<file path="src/tx_shape_regs.svh">
`ifndef TX_SHAPE_REGS_SVH
`define TX_SHAPE_REGS_SVH

// ----------------------------------------------------------------
// Register indices (byte address = 4 * index)
// ----------------------------------------------------------------
`define IDX_EDGE_STYLE_RATE212    11'h514
`define IDX_EDGE_LENGTH_RATE212   11'h515
`define IDX_RESIDUAL_LEVEL_RATE424 11'h516
`define IDX_EDGE_TYPE_RATE424     11'h517
`define IDX_EDGE_TYPE_RATE212     11'h520
`define IDX_RESIDUAL_LEVEL_RATE212 11'h521
`define IDX_SHAPE_CTRL            11'h522
`define IDX_SHAPE_STATUS          11'h523

// ----------------------------------------------------------------
// Field positions
// ----------------------------------------------------------------
`define STYLE_FALL_MSB 6
`define STYLE_FALL_LSB 4
`define STYLE_RISE_MSB 2
`define STYLE_RISE_LSB 0
`define LEN_DOUBLE_BIT 7
`define LEN_COUNT_MSB  4
`define TYPE_FALL_MSB  7
`define TYPE_FALL_LSB  4
`define TYPE_RISE_MSB  3
`define TYPE_RISE_LSB  0
`define CTRL_RATE_BIT  0

// ----------------------------------------------------------------
// Style codes, levels and reset values
// ----------------------------------------------------------------
`define CODE_LIN1      4'h1
`define CODE_LIN3      4'h3
`define CODE_LUT_FIXED 4'h4
`define CODE_LUT_CORR  4'h5
`define CODE_LUT_NOCOR 4'h6
`define LEVEL_FULL     8'hFF
`define CFG_RESET      8'h00

`endif

</file>
<file path="src/tx_shape_pkg.sv">
`default_nettype none
package tx_shape_pkg;
    typedef enum logic [1:0] {
        ST_FULL,
        ST_FALL,
        ST_LOW,
        ST_RISE
    } shape_state_e;

    typedef struct packed {
        logic         wr_pend;
        logic [10:0]  wr_idx;
        logic [31:0]  rdata;
        logic [7:0]   style212;
        logic [7:0]   length212;
        logic [7:0]   res424;
        logic [7:0]   type424;
        logic [7:0]   type212;
        logic [7:0]   res212;
        logic         rate424;
        shape_state_e state;
        logic [4:0]   step;
        logic         dwell;
        logic [7:0]   amp;
        logic [3:0]   style_out;
        logic [2:0]   tc_out;
        logic [1:0]   lut_out;
        logic         adapt;
        logic         corr;
    } shape_s;
endpackage
`default_nettype wire

</file>
<file path="src/tx_edge_shaping_config.sv">
`include "tx_shape_regs.svh"
`default_nettype none

// Operation
// - Firmware shaping: falling style field is falling time constant.
// - Table shaping: falling field picks falling-edge table 0 to 3.
// - Firmware shaping: low style field is rising time constant.
// - Table shaping: low style field picks rising-edge table 0 to 3.
// - Length top bit clear: each transition state lasts one carrier cycle.
// - Length top bit set: each transition state lasts two carrier cycles.
// - Doubling applies to rising and falling edges together.
// - Five-bit length field counts transition states of both edges.
// - Eight-bit residual level sets modulated amplitude, 0 to full.
// - Upper nibble of edge type is falling edge style code.
// - Lower nibble of edge type is rising edge style code.
// - Codes 1 to 3 are firmware ramps of one to three segments.
// - Code 4 is table shaping without supply adaptation.
// - Code 5 is table shaping with supply adaptation and correction.
// - Code 6 is table shaping with supply adaptation, no correction.
module tx_edge_shaping_config
    import tx_shape_pkg::*;
(
    // Clock and reset
    input  wire logic        hclk,
    input  wire logic        hresetn,
    // AHB-Lite slave
    input  wire logic        hsel,
    input  wire logic [31:0] haddr,
    input  wire logic [1:0]  htrans,
    input  wire logic        hwrite,
    input  wire logic [2:0]  hsize,
    input  wire logic [31:0] hwdata,
    input  wire logic        hready,
    output logic      [31:0] hrdata,
    output logic             hreadyout,
    output logic             hresp,
    // Modulation request from encoder
    input  wire logic        mod_req,
    // Shaping outputs to amplifier
    output logic      [7:0]  amplitude,
    output logic             edge_active,
    output logic      [3:0]  edge_style,
    output logic      [2:0]  edge_setting,
    output logic      [1:0]  edge_lut,
    output logic             supply_adapt,
    output logic             correction
);

    // ------------------------------------------------------------
    // Decode helpers
    // ------------------------------------------------------------
    shape_s s;
    shape_s next_s;

    logic        ahb_go;
    logic        hit;
    logic [10:0] idx;
    logic [7:0]  typ;
    logic [7:0]  res;
    logic [3:0]  fall_code;
    logic [3:0]  rise_code;
    logic [4:0]  nst;
    logic        dbl;
    logic        fall_ok;
    logic        rise_ok;
    logic [7:0]  diff;

    function automatic logic is_fw(input logic [3:0] c);
        return c >= `CODE_LIN1 && c <= `CODE_LIN3;
    endfunction

    function automatic logic is_lut(input logic [3:0] c);
        return c >= `CODE_LUT_FIXED && c <= `CODE_LUT_NOCOR;
    endfunction

    // Linear share of the swing after k of n states
    function automatic logic [7:0] ramp(input logic [7:0] d,
                                        input logic [4:0] k,
                                        input logic [4:0] n);
        logic [12:0] p;
        p = {5'h00, d} * {8'h00, k};
        return 8'(p / {8'h00, n});
    endfunction

    assign ahb_go    = hsel & htrans[1] & hready;
    assign idx       = haddr[12:2];
    assign hit       = (haddr[31:13] == 19'h0) &&
                       (idx inside {`IDX_EDGE_STYLE_RATE212,
                                    `IDX_EDGE_LENGTH_RATE212,
                                    `IDX_RESIDUAL_LEVEL_RATE424,
                                    `IDX_EDGE_TYPE_RATE424,
                                    `IDX_EDGE_TYPE_RATE212,
                                    `IDX_RESIDUAL_LEVEL_RATE212,
                                    `IDX_SHAPE_CTRL});

    // Active rate configuration
    assign typ       = s.rate424 ? s.type424 : s.type212;
    assign res       = s.rate424 ? s.res424 : s.res212;
    assign fall_code = typ[`TYPE_FALL_MSB:`TYPE_FALL_LSB];
    assign rise_code = typ[`TYPE_RISE_MSB:`TYPE_RISE_LSB];
    assign nst       = s.length212[`LEN_COUNT_MSB:0];
    assign dbl       = s.length212[`LEN_DOUBLE_BIT];
    // Unsupported codes or zero states give an abrupt edge
    assign fall_ok   = (is_fw(fall_code) | is_lut(fall_code)) &&
                       nst != 5'h0;
    assign rise_ok   = (is_fw(rise_code) | is_lut(rise_code)) &&
                       nst != 5'h0;
    assign diff      = `LEVEL_FULL - res;

    // ------------------------------------------------------------
    // Next state
    // ------------------------------------------------------------
    always_comb begin
        logic [3:0] code;
        logic [2:0] fld;
        code   = 4'h0;
        fld    = 3'h0;
        next_s = s;

        // Data phase write, whole low byte stored except control (bit 0 only), reserved bits included
        if (s.wr_pend) begin
            case (s.wr_idx)
                `IDX_EDGE_STYLE_RATE212:     next_s.style212  = hwdata[7:0];
                `IDX_EDGE_LENGTH_RATE212:    next_s.length212 = hwdata[7:0];
                `IDX_RESIDUAL_LEVEL_RATE424: next_s.res424    = hwdata[7:0];
                `IDX_EDGE_TYPE_RATE424:      next_s.type424   = hwdata[7:0];
                `IDX_EDGE_TYPE_RATE212:      next_s.type212   = hwdata[7:0];
                `IDX_RESIDUAL_LEVEL_RATE212: next_s.res212    = hwdata[7:0];
                `IDX_SHAPE_CTRL: next_s.rate424 = hwdata[`CTRL_RATE_BIT];
                default: ;
            endcase
        end

        // Address phase capture; read data from post-write values
        next_s.wr_pend = ahb_go & hwrite & hit;
        next_s.wr_idx  = idx;
        next_s.rdata   = 32'h0;
        if (ahb_go && !hwrite && haddr[31:13] == 19'h0) begin
            case (idx)
                `IDX_EDGE_STYLE_RATE212: next_s.rdata[7:0] = next_s.style212;
                `IDX_EDGE_LENGTH_RATE212: next_s.rdata[7:0] = next_s.length212;
                `IDX_RESIDUAL_LEVEL_RATE424: next_s.rdata[7:0] = next_s.res424;
                `IDX_EDGE_TYPE_RATE424: next_s.rdata[7:0] = next_s.type424;
                `IDX_EDGE_TYPE_RATE212: next_s.rdata[7:0] = next_s.type212;
                `IDX_RESIDUAL_LEVEL_RATE212: next_s.rdata[7:0] = next_s.res212;
                `IDX_SHAPE_CTRL: next_s.rdata[0] = next_s.rate424;
                `IDX_SHAPE_STATUS: next_s.rdata[14:0] =
                    {s.state, s.step, s.amp};
                default: ;
            endcase
        end

        // Envelope sequencer
        case (s.state)
            ST_FULL: begin
                next_s.amp = `LEVEL_FULL;
                if (mod_req) begin
                    next_s.dwell = 1'b0;
                    next_s.step  = 5'h1;
                    if (fall_ok) begin
                        next_s.state = ST_FALL;
                        next_s.amp   = `LEVEL_FULL -
                            ramp(diff, 5'h1, nst);
                    end else begin
                        next_s.state = ST_LOW;
                        next_s.amp   = res;
                    end
                end
            end
            ST_FALL: begin
                // Second cycle only when doubled; a rewrite cannot stall it
                if (dbl && !s.dwell) begin
                    next_s.dwell = 1'b1;
                end else begin
                    next_s.dwell = 1'b0;
                    if (s.step >= nst) begin
                        next_s.state = ST_LOW;
                        next_s.amp   = res;
                    end else begin
                        next_s.step = s.step + 5'h1;
                        next_s.amp  = `LEVEL_FULL -
                            ramp(diff, s.step + 5'h1, nst);
                    end
                end
            end
            ST_LOW: begin
                next_s.amp = res;
                if (!mod_req) begin
                    next_s.dwell = 1'b0;
                    next_s.step  = 5'h1;
                    if (rise_ok) begin
                        next_s.state = ST_RISE;
                        next_s.amp   = res + ramp(diff, 5'h1, nst);
                    end else begin
                        next_s.state = ST_FULL;
                        next_s.amp   = `LEVEL_FULL;
                    end
                end
            end
            ST_RISE: begin
                if (dbl && !s.dwell) begin
                    next_s.dwell = 1'b1;
                end else begin
                    next_s.dwell = 1'b0;
                    if (s.step >= nst) begin
                        next_s.state = ST_FULL;
                        next_s.amp   = `LEVEL_FULL;
                    end else begin
                        next_s.step = s.step + 5'h1;
                        next_s.amp  = res +
                            ramp(diff, s.step + 5'h1, nst);
                    end
                end
            end
            default: next_s.state = ST_FULL;
        endcase

        // Shaping selection for the edge in progress
        if (next_s.state == ST_FALL) begin
            code = fall_code;
            fld  = s.style212[`STYLE_FALL_MSB:`STYLE_FALL_LSB];
        end else if (next_s.state == ST_RISE) begin
            code = rise_code;
            fld  = s.style212[`STYLE_RISE_MSB:`STYLE_RISE_LSB];
        end
        next_s.style_out = code;
        next_s.tc_out    = is_fw(code) ? fld : 3'h0;
        next_s.lut_out   = is_lut(code) ? fld[1:0] : 2'h0;
        next_s.adapt     = (code == `CODE_LUT_CORR) ||
                           (code == `CODE_LUT_NOCOR);
        next_s.corr      = (code == `CODE_LUT_CORR);
    end

    // ------------------------------------------------------------
    // State register
    // ------------------------------------------------------------
    always_ff @(posedge hclk or negedge hresetn) begin
        if (!hresetn) begin
            s           <= '0;
            s.style212  <= `CFG_RESET;
            s.length212 <= `CFG_RESET;
            s.state     <= ST_FULL;
            s.amp       <= `LEVEL_FULL;
        end else begin
            s <= next_s;
        end
    end

    // Outputs
    assign hrdata       = s.rdata;
    assign hreadyout    = 1'b1;
    assign hresp        = 1'b0;
    assign amplitude    = s.amp;
    assign edge_active  = (s.state == ST_FALL) || (s.state == ST_RISE);
    assign edge_style   = s.style_out;
    assign edge_setting = s.tc_out;
    assign edge_lut     = s.lut_out;
    assign supply_adapt = s.adapt;
    assign correction   = s.corr;
endmodule // tx_edge_shaping_config

`default_nettype wire

</file>
<file path="config.mk">
export PLATFORM = sky130hd
export DESIGN_NAME = tx_edge_shaping_config
export DESIGN_NICKNAME = d
export VERILOG_FILES = /design/src/tx_shape_pkg.sv /design/src/tx_edge_shaping_config.sv
export VERILOG_INCLUDE_DIRS = /design/src
export SDC_FILE = /design/constraint.sdc
export NUM_CORES = 1
export LEC_CHECK = 0
export ABC_AREA = 0
export ABC_CLOCK_PERIOD_IN_PS = 25600
export BUFFER_PORTS_ARGS = -buffer_cell sky130_fd_sc_hd__buf_4
export CAP_MARGIN = 0
export CORE_MARGIN = 2
export CORE_UTILIZATION = 45
export CTS_CLUSTER_SIZE = 40
export DETAILED_ROUTE_END_ITERATION = 10
export PLACE_DENSITY = 0.63
export SLEW_MARGIN = 0
export SYNTH_ARGS = -nofsm -noshare
export SYNTH_HDL_FRONTEND = slang
export SYNTH_SLANG_ARGS = --single-unit
</file>
<file path="constraint.sdc">
create_clock -name hclk -period 25.6 [get_ports hclk]
set_input_delay 6.4 -clock hclk [delete_from_list [all_inputs] [get_ports hclk]]
set_output_delay 6.4 -clock hclk [all_outputs]
set_load 0.02 [all_outputs]
</file>
Word-level counts from Yosys, hierarchy flattened
Index checks and enable logic that the tools add are counted.
{ "word_totals": {"register_bits": 103, "out_inout_bits": 54, "in_bits": 75, "word_cells": 133} }
{ "classes": {"reduce_logical": 23, "multipliers": 1, "n_bitwise": 6, "n_mux": 37, "n_addsub": 6, "order_cmp": 13, "eq_ne": 26, "div": 2} }
{ "op_table": {"columns": ["cell", "n"], "rows": [
  ["$eq A11 B11 Y1 const B", 15],
  ["$mux W8", 14],
  ["$pmux W16 S4", 1],
  ["$mux W49", 1],
  ["$pmux W7 S7", 1],
  ["$mux W16", 2],
  ["$sub A8 B8 Y8 const A", 3],
  ["$mux W7", 3],
  ["$logic_not A19 Y1", 1],
  ["$add A8 B8 Y8", 2],
  ["$mux W15", 1],
  ["$div A13 B5 Y13", 1],
  ["$div A8 B5 Y13", 1],
  ["$mul A8 B5 Y13", 1],
  ["$ge A4 B1 Y1 const B", 3],
  ["$ge A4 B3 Y1 const B", 3],
  ["$le A4 B2 Y1 const B", 3],
  ["$le A4 B3 Y1 const B", 3],
  ["$logic_and A1 B1 Y1", 12],
  ["$mux W2", 5],
  ["$mux W3", 3],
  ["$eq A4 B3 Y1 const B", 2],
  ["$mux W4", 2],
  ["$ne A2 B2 Y1 const B", 4],
  ["16 further kinds", 27]
]} }

Longest topological paths before layout
{ "logic_depth": {"word_depth": 14, "depth_mapped": 141, "mapped_depth_nobuf": 137} }

Worst setup path before layout
No wires, ideal clock.
{ "synth_path": {"path_type": "register to register", "startpoint": "reg s[27] (netlist name)", "endpoint": "reg s (netlist bit amplitude[7])", "path_stages_with_launch": 134, "setup_slack_ps": -1796, "t_arrival_ps": 27305, "synth_period_minus_slack_ps": 27396, "n_path_buf": 5, "setup_ps": 91, "cell_sequence": "dfrtp_1 buf_1 mux2i_1 inv_1 nor2_1 fa_1 fa_1 inv_1 fa_1 inv_1 ha_1 o211ai_1 a21oi_1 o31a_1 o21a_1 nor2_1 xnor2_1 ha_1 [... 98 more ...] nand2b_1 a21oi_1 o21ai_0 or4_1 or3b_1 a31o_2 ha_1 a21o_1 a21oi_1 o21bai_1 a21oi_1 o21bai_1 a21oi_1 xnor2_1 xnor2_1 a21oi_1 o32ai_1 o21ai_0"} }
{ "synth_between": {"elab_chain_cells": 8, "elab_cells_between_ends": 35, "cone_classes": "add/sub (5); mul (1); div (2); order compare (8); mux (11); bitwise (2); reduce/logical (6)"} }
{ "synth_lines": {"columns": ["item", "line", "text"], "rows": [
  ["start: declaration", "tx_edge_shaping_config.sv:52", "shape_s s;"],
  ["start signal: assignment", "tx_edge_shaping_config.sv:245", "s <= next_s;"],
  ["$mux W8, on equally long branches", "tx_edge_shaping_config.sv:98, tx_edge_shaping_config.sv:97", null],
  ["$sub A8 B8 Y8 (no source line) (tied with other cells)", null, null],
  ["$mul A8 B5 Y13 / $logic_and A1 B1 Y1 (equally long branches)", null, null],
  ["$div A13 B5 Y13 (tied with other cells)", "tx_edge_shaping_config.sv:82", "return 8'(p / {8'h00, n});"],
  ["$add A8 B8 Y8 (tied with other cells)", "tx_edge_shaping_config.sv:210", "next_s.amp = res +"],
  ["$mux W8, on equally long branches", null, null],
  ["$mux W8 (tied with other cells)", "tx_edge_shaping_config.sv:201", "if (dbl && !s.dwell) begin"],
  ["$pmux W16 S4 *", "tx_edge_shaping_config.sv:154", "case (s.state)"]
]} }
Every way passes the cells marked *; elsewhere a longest branch is shown, timed or not. The select of a mux whose other input is x is not followed.
A chain may end at the register's enable or synchronous reset.

Worst setup path in the final report
{ "layout_path": {"startpoint": "reg s[27] (netlist name)", "endpoint": "reg s (netlist bit amplitude[6])"} }
Same word-level chain as after synthesis.

==> results_dict.tcl <==
set metrics [dict create \
    run_status "completed" \
    synth_common_cells "nor2_1, ha_1, nand2_1" \
    cap_viol_max_count 0 \
    finClkSkew_ns 0.0110 \
    cts_buffers 9 \
    avgSynthCellArea_um2 8.14 \
    std_cell_rows 63 \
    filler_cell_count 2689 \
    ios 129 \
    startpoint_type "flop" \
    timing.reg2reg.setup_slack_ns 0.75 \
    place_congestion 0.891 \
    grt.total_usage_pct 24.8 \
    worst-slew-pin-transition_ns 1.11 \
    postSynth.asyncResetShare_pct 100 \
    cp.arrival_ns 25.13 \
    required_ns 25.88 \
    cp-end-kind "flop" \
    drt-initial-drc-count 811 \
    grt_setup_unrepaired "true" \
    clock_path_buffers 2 \
    grt_pass1_wl_mm 64.5 \
    cts_tree "built" \
    root_buffer "clkbuf_16" \
    place_ws_ns -0.492 \
    final-setup-viol-count 0 \
    final_layout_size_suffix_gt1_share_pct 29.7 \
    dieArea_um2 31900 \
    critPathMaxFanout 5 \
    fmax_mhz 40.2 \
    yosys.cell_types.count 91 \
    ys_top_cells_by_area "dfrtp_1, ha_1, mux2_2, nor2_1, a21oi_1" \
    cp_slowest_cell "fa_1" \
    cp_common_cell "ha_1" \
    slew_headroom_pct 26.3 \
    hold_viol_final 0 \
    routed_wirelength_mm 41.0 \
    die_x_um 179 \
    die_h_um 179 \
    avgRoutedWirePerCell_um 17.3 \
    period_needed_ns 24.85 \
    place_hpwl_mm 31.8 \
    grt_max_degree 88 \
    drtAntennaViolNets 0 \
    critical_path_class "reg2reg" \
    grt_pass1_vias 13034 \
    drc 0 \
    antenna_found_initial 0 \
    insertion_delay_ns 0.35 \
    drv_slew 0 \
    worst_slack_ns 0.753 \
    synth-seq-cells 103 \
    firstDrtPassIters 6 \
    syn2layout_area_growth_pct 27.7 \
    avgViaCountPerCell 5.85 \
    syn-cell-area_um2 13700 \
    hp-class "reg2reg" \
    core_region_area_um2 29900 \
    clock-sinks 103 \
    grt_overflow_total 0 \
    critPathMaxStageDelay_ns 0.55 \
    synth_top_cell_by_area "dfrtp_1" \
    port_buffers 79 \
    syn_inst 1686 \
    synth_top_area_share_pct 17.3 \
    clk_pin_slew_ns 0.07 \
    synthFlopType "dfrtp_1" \
    yosys_warnings 0 \
    h-tree-depth 3 \
    synth-edff-count 0 \
    initial_core_util_pct 45.9 \
    period_share_pct 97.1 \
    fin_nets 2220 \
    seq_area_frac_synth_pct 18.9 \
    yosysMostFrequentCell "nor2_1" \
    vias 13845 \
    diodes 0 \
]
[layout make-up]
type | instances | area, um^2 | area share [%]
flip-flops and latches | 103 | 2590 | 14.8
clock buffers | 9 | 225 | 1.29
well taps | 390 | 488 | 2.78
inverters | 96 | 367 | 2.09
multi-input cells | 1428 | 11200 | 64.1
clock inverters | 7 | 86.3 | 0.493
repair buffers | 332 | 2540 | 14.5
[state kept, by name (all words and copies together), names as in the netlist]
| register | cells |
|---|---|
| dbl | 1 |
| hrdata | 15 |
| edge_style | 4 |
| correction | 1 |
| amplitude | 8 |
| edge_setting | 3 |
| edge_lut | 2 |
| nst | 5 |
| s | 63 |
| supply_adapt | 1 |
[worst max-delay path, delay by kind of cell (launching register included)]
family                   cells  cell delay, ns
adder cells (fa/ha/maj)     19            5.83
flip-flops                   1            0.45
AND/OR/NAND/NOR             41            7.51
AO/OA/AOI/OAI               50            8.06
multiplexers                 5            1.32
XOR/XNOR                     2            0.28
buffers and inverters       12            1.25
[logic make-up (layout without fill, tap and decap cells)]
family	Yosys count	after routing	synth area share (%)
multiplexers	101	101	7.98
other	2	24	0.0547
flip-flops	103	103	18.9
AND/OR/NAND/NOR	594	594	22.0
adder cells (fa/ha/maj)	177	177	17.2
buffers and inverters	177	444	6.31
XOR/XNOR	58	58	3.76
AO/OA/AOI/OAI	474	474	23.9
[placed cells by master, fill, tap and decap left out, types with 24 or more instances in the layout]
cell and n:
inv_1 86, nor3_1 67, o21ai_0 79, nand2_1 105
nand2b_1 35, dfrtp_1 94, nor2_1 136, a21o_1 30
mux2i_1 25, ha_1 138, mux2_2 66, buf_4 318
o21a_1 59, a21oi_1 69, xnor2_1 33, conb_1 24
nand3_1 42
[metal layers]
metal  vias to the layer above  GRT usage (%)  share of wire (%)
li1                       6767              -                  -
met1                      6748           34.4                 46
met2                       279           42.1                 49
met3                        51           2.09                3.7
met4                         0           5.05                1.6
met5                         -              0                  0
[through the flow]
| step | instance area (um^2) | utilization (%) | instances | setup TNS, ns | hold WS, ns |
|---|---|---|---|---|---|
| after floorplan | 14000 | - | 1708 | 0 | 0.438 |
| after global placement | 16100 | 53.9 | 2302 | -0.0337 | 0.454 |
| after detailed placement | 16100 | 53.9 | 2302 | -1.13 | 0.462 |
| after CTS | 16500 | 55.3 | 2326 | 0 | 0.503 |
| after global routing | 17500 | 58.7 | 2365 | -1.76 | 0.518 |
| final | 17500 | 58.7 | 2365 | 0 | 0.505 |
[final timing paths]
kind	startpoint	to	depth (start not counted)
worst max-delay path	s[27]	amplitude[6]	129
worst min-delay path	s[71]	s[71]	1
worst max register to register	s[27]	amplitude[6]	129
worst min register to register	s[71]	s[71]	1
max in group asynchronous	hresetn	s[27]	2
min in group asynchronous	hresetn	edge_lut[0]	1
[what timing repair did]
action                                  4_1_cts  5_1_grt
endpoints found under the hold margin         0        0
endpoints found under the setup margin        6        8
gates resized for setup                      17      156
hold buffers                                  0        0
pin swaps                                     5      112
setup buffers                                 8       39
Power is not shown: default switching activity piles up to over one toggle a cycle in this logic, so the estimate is an artifact.
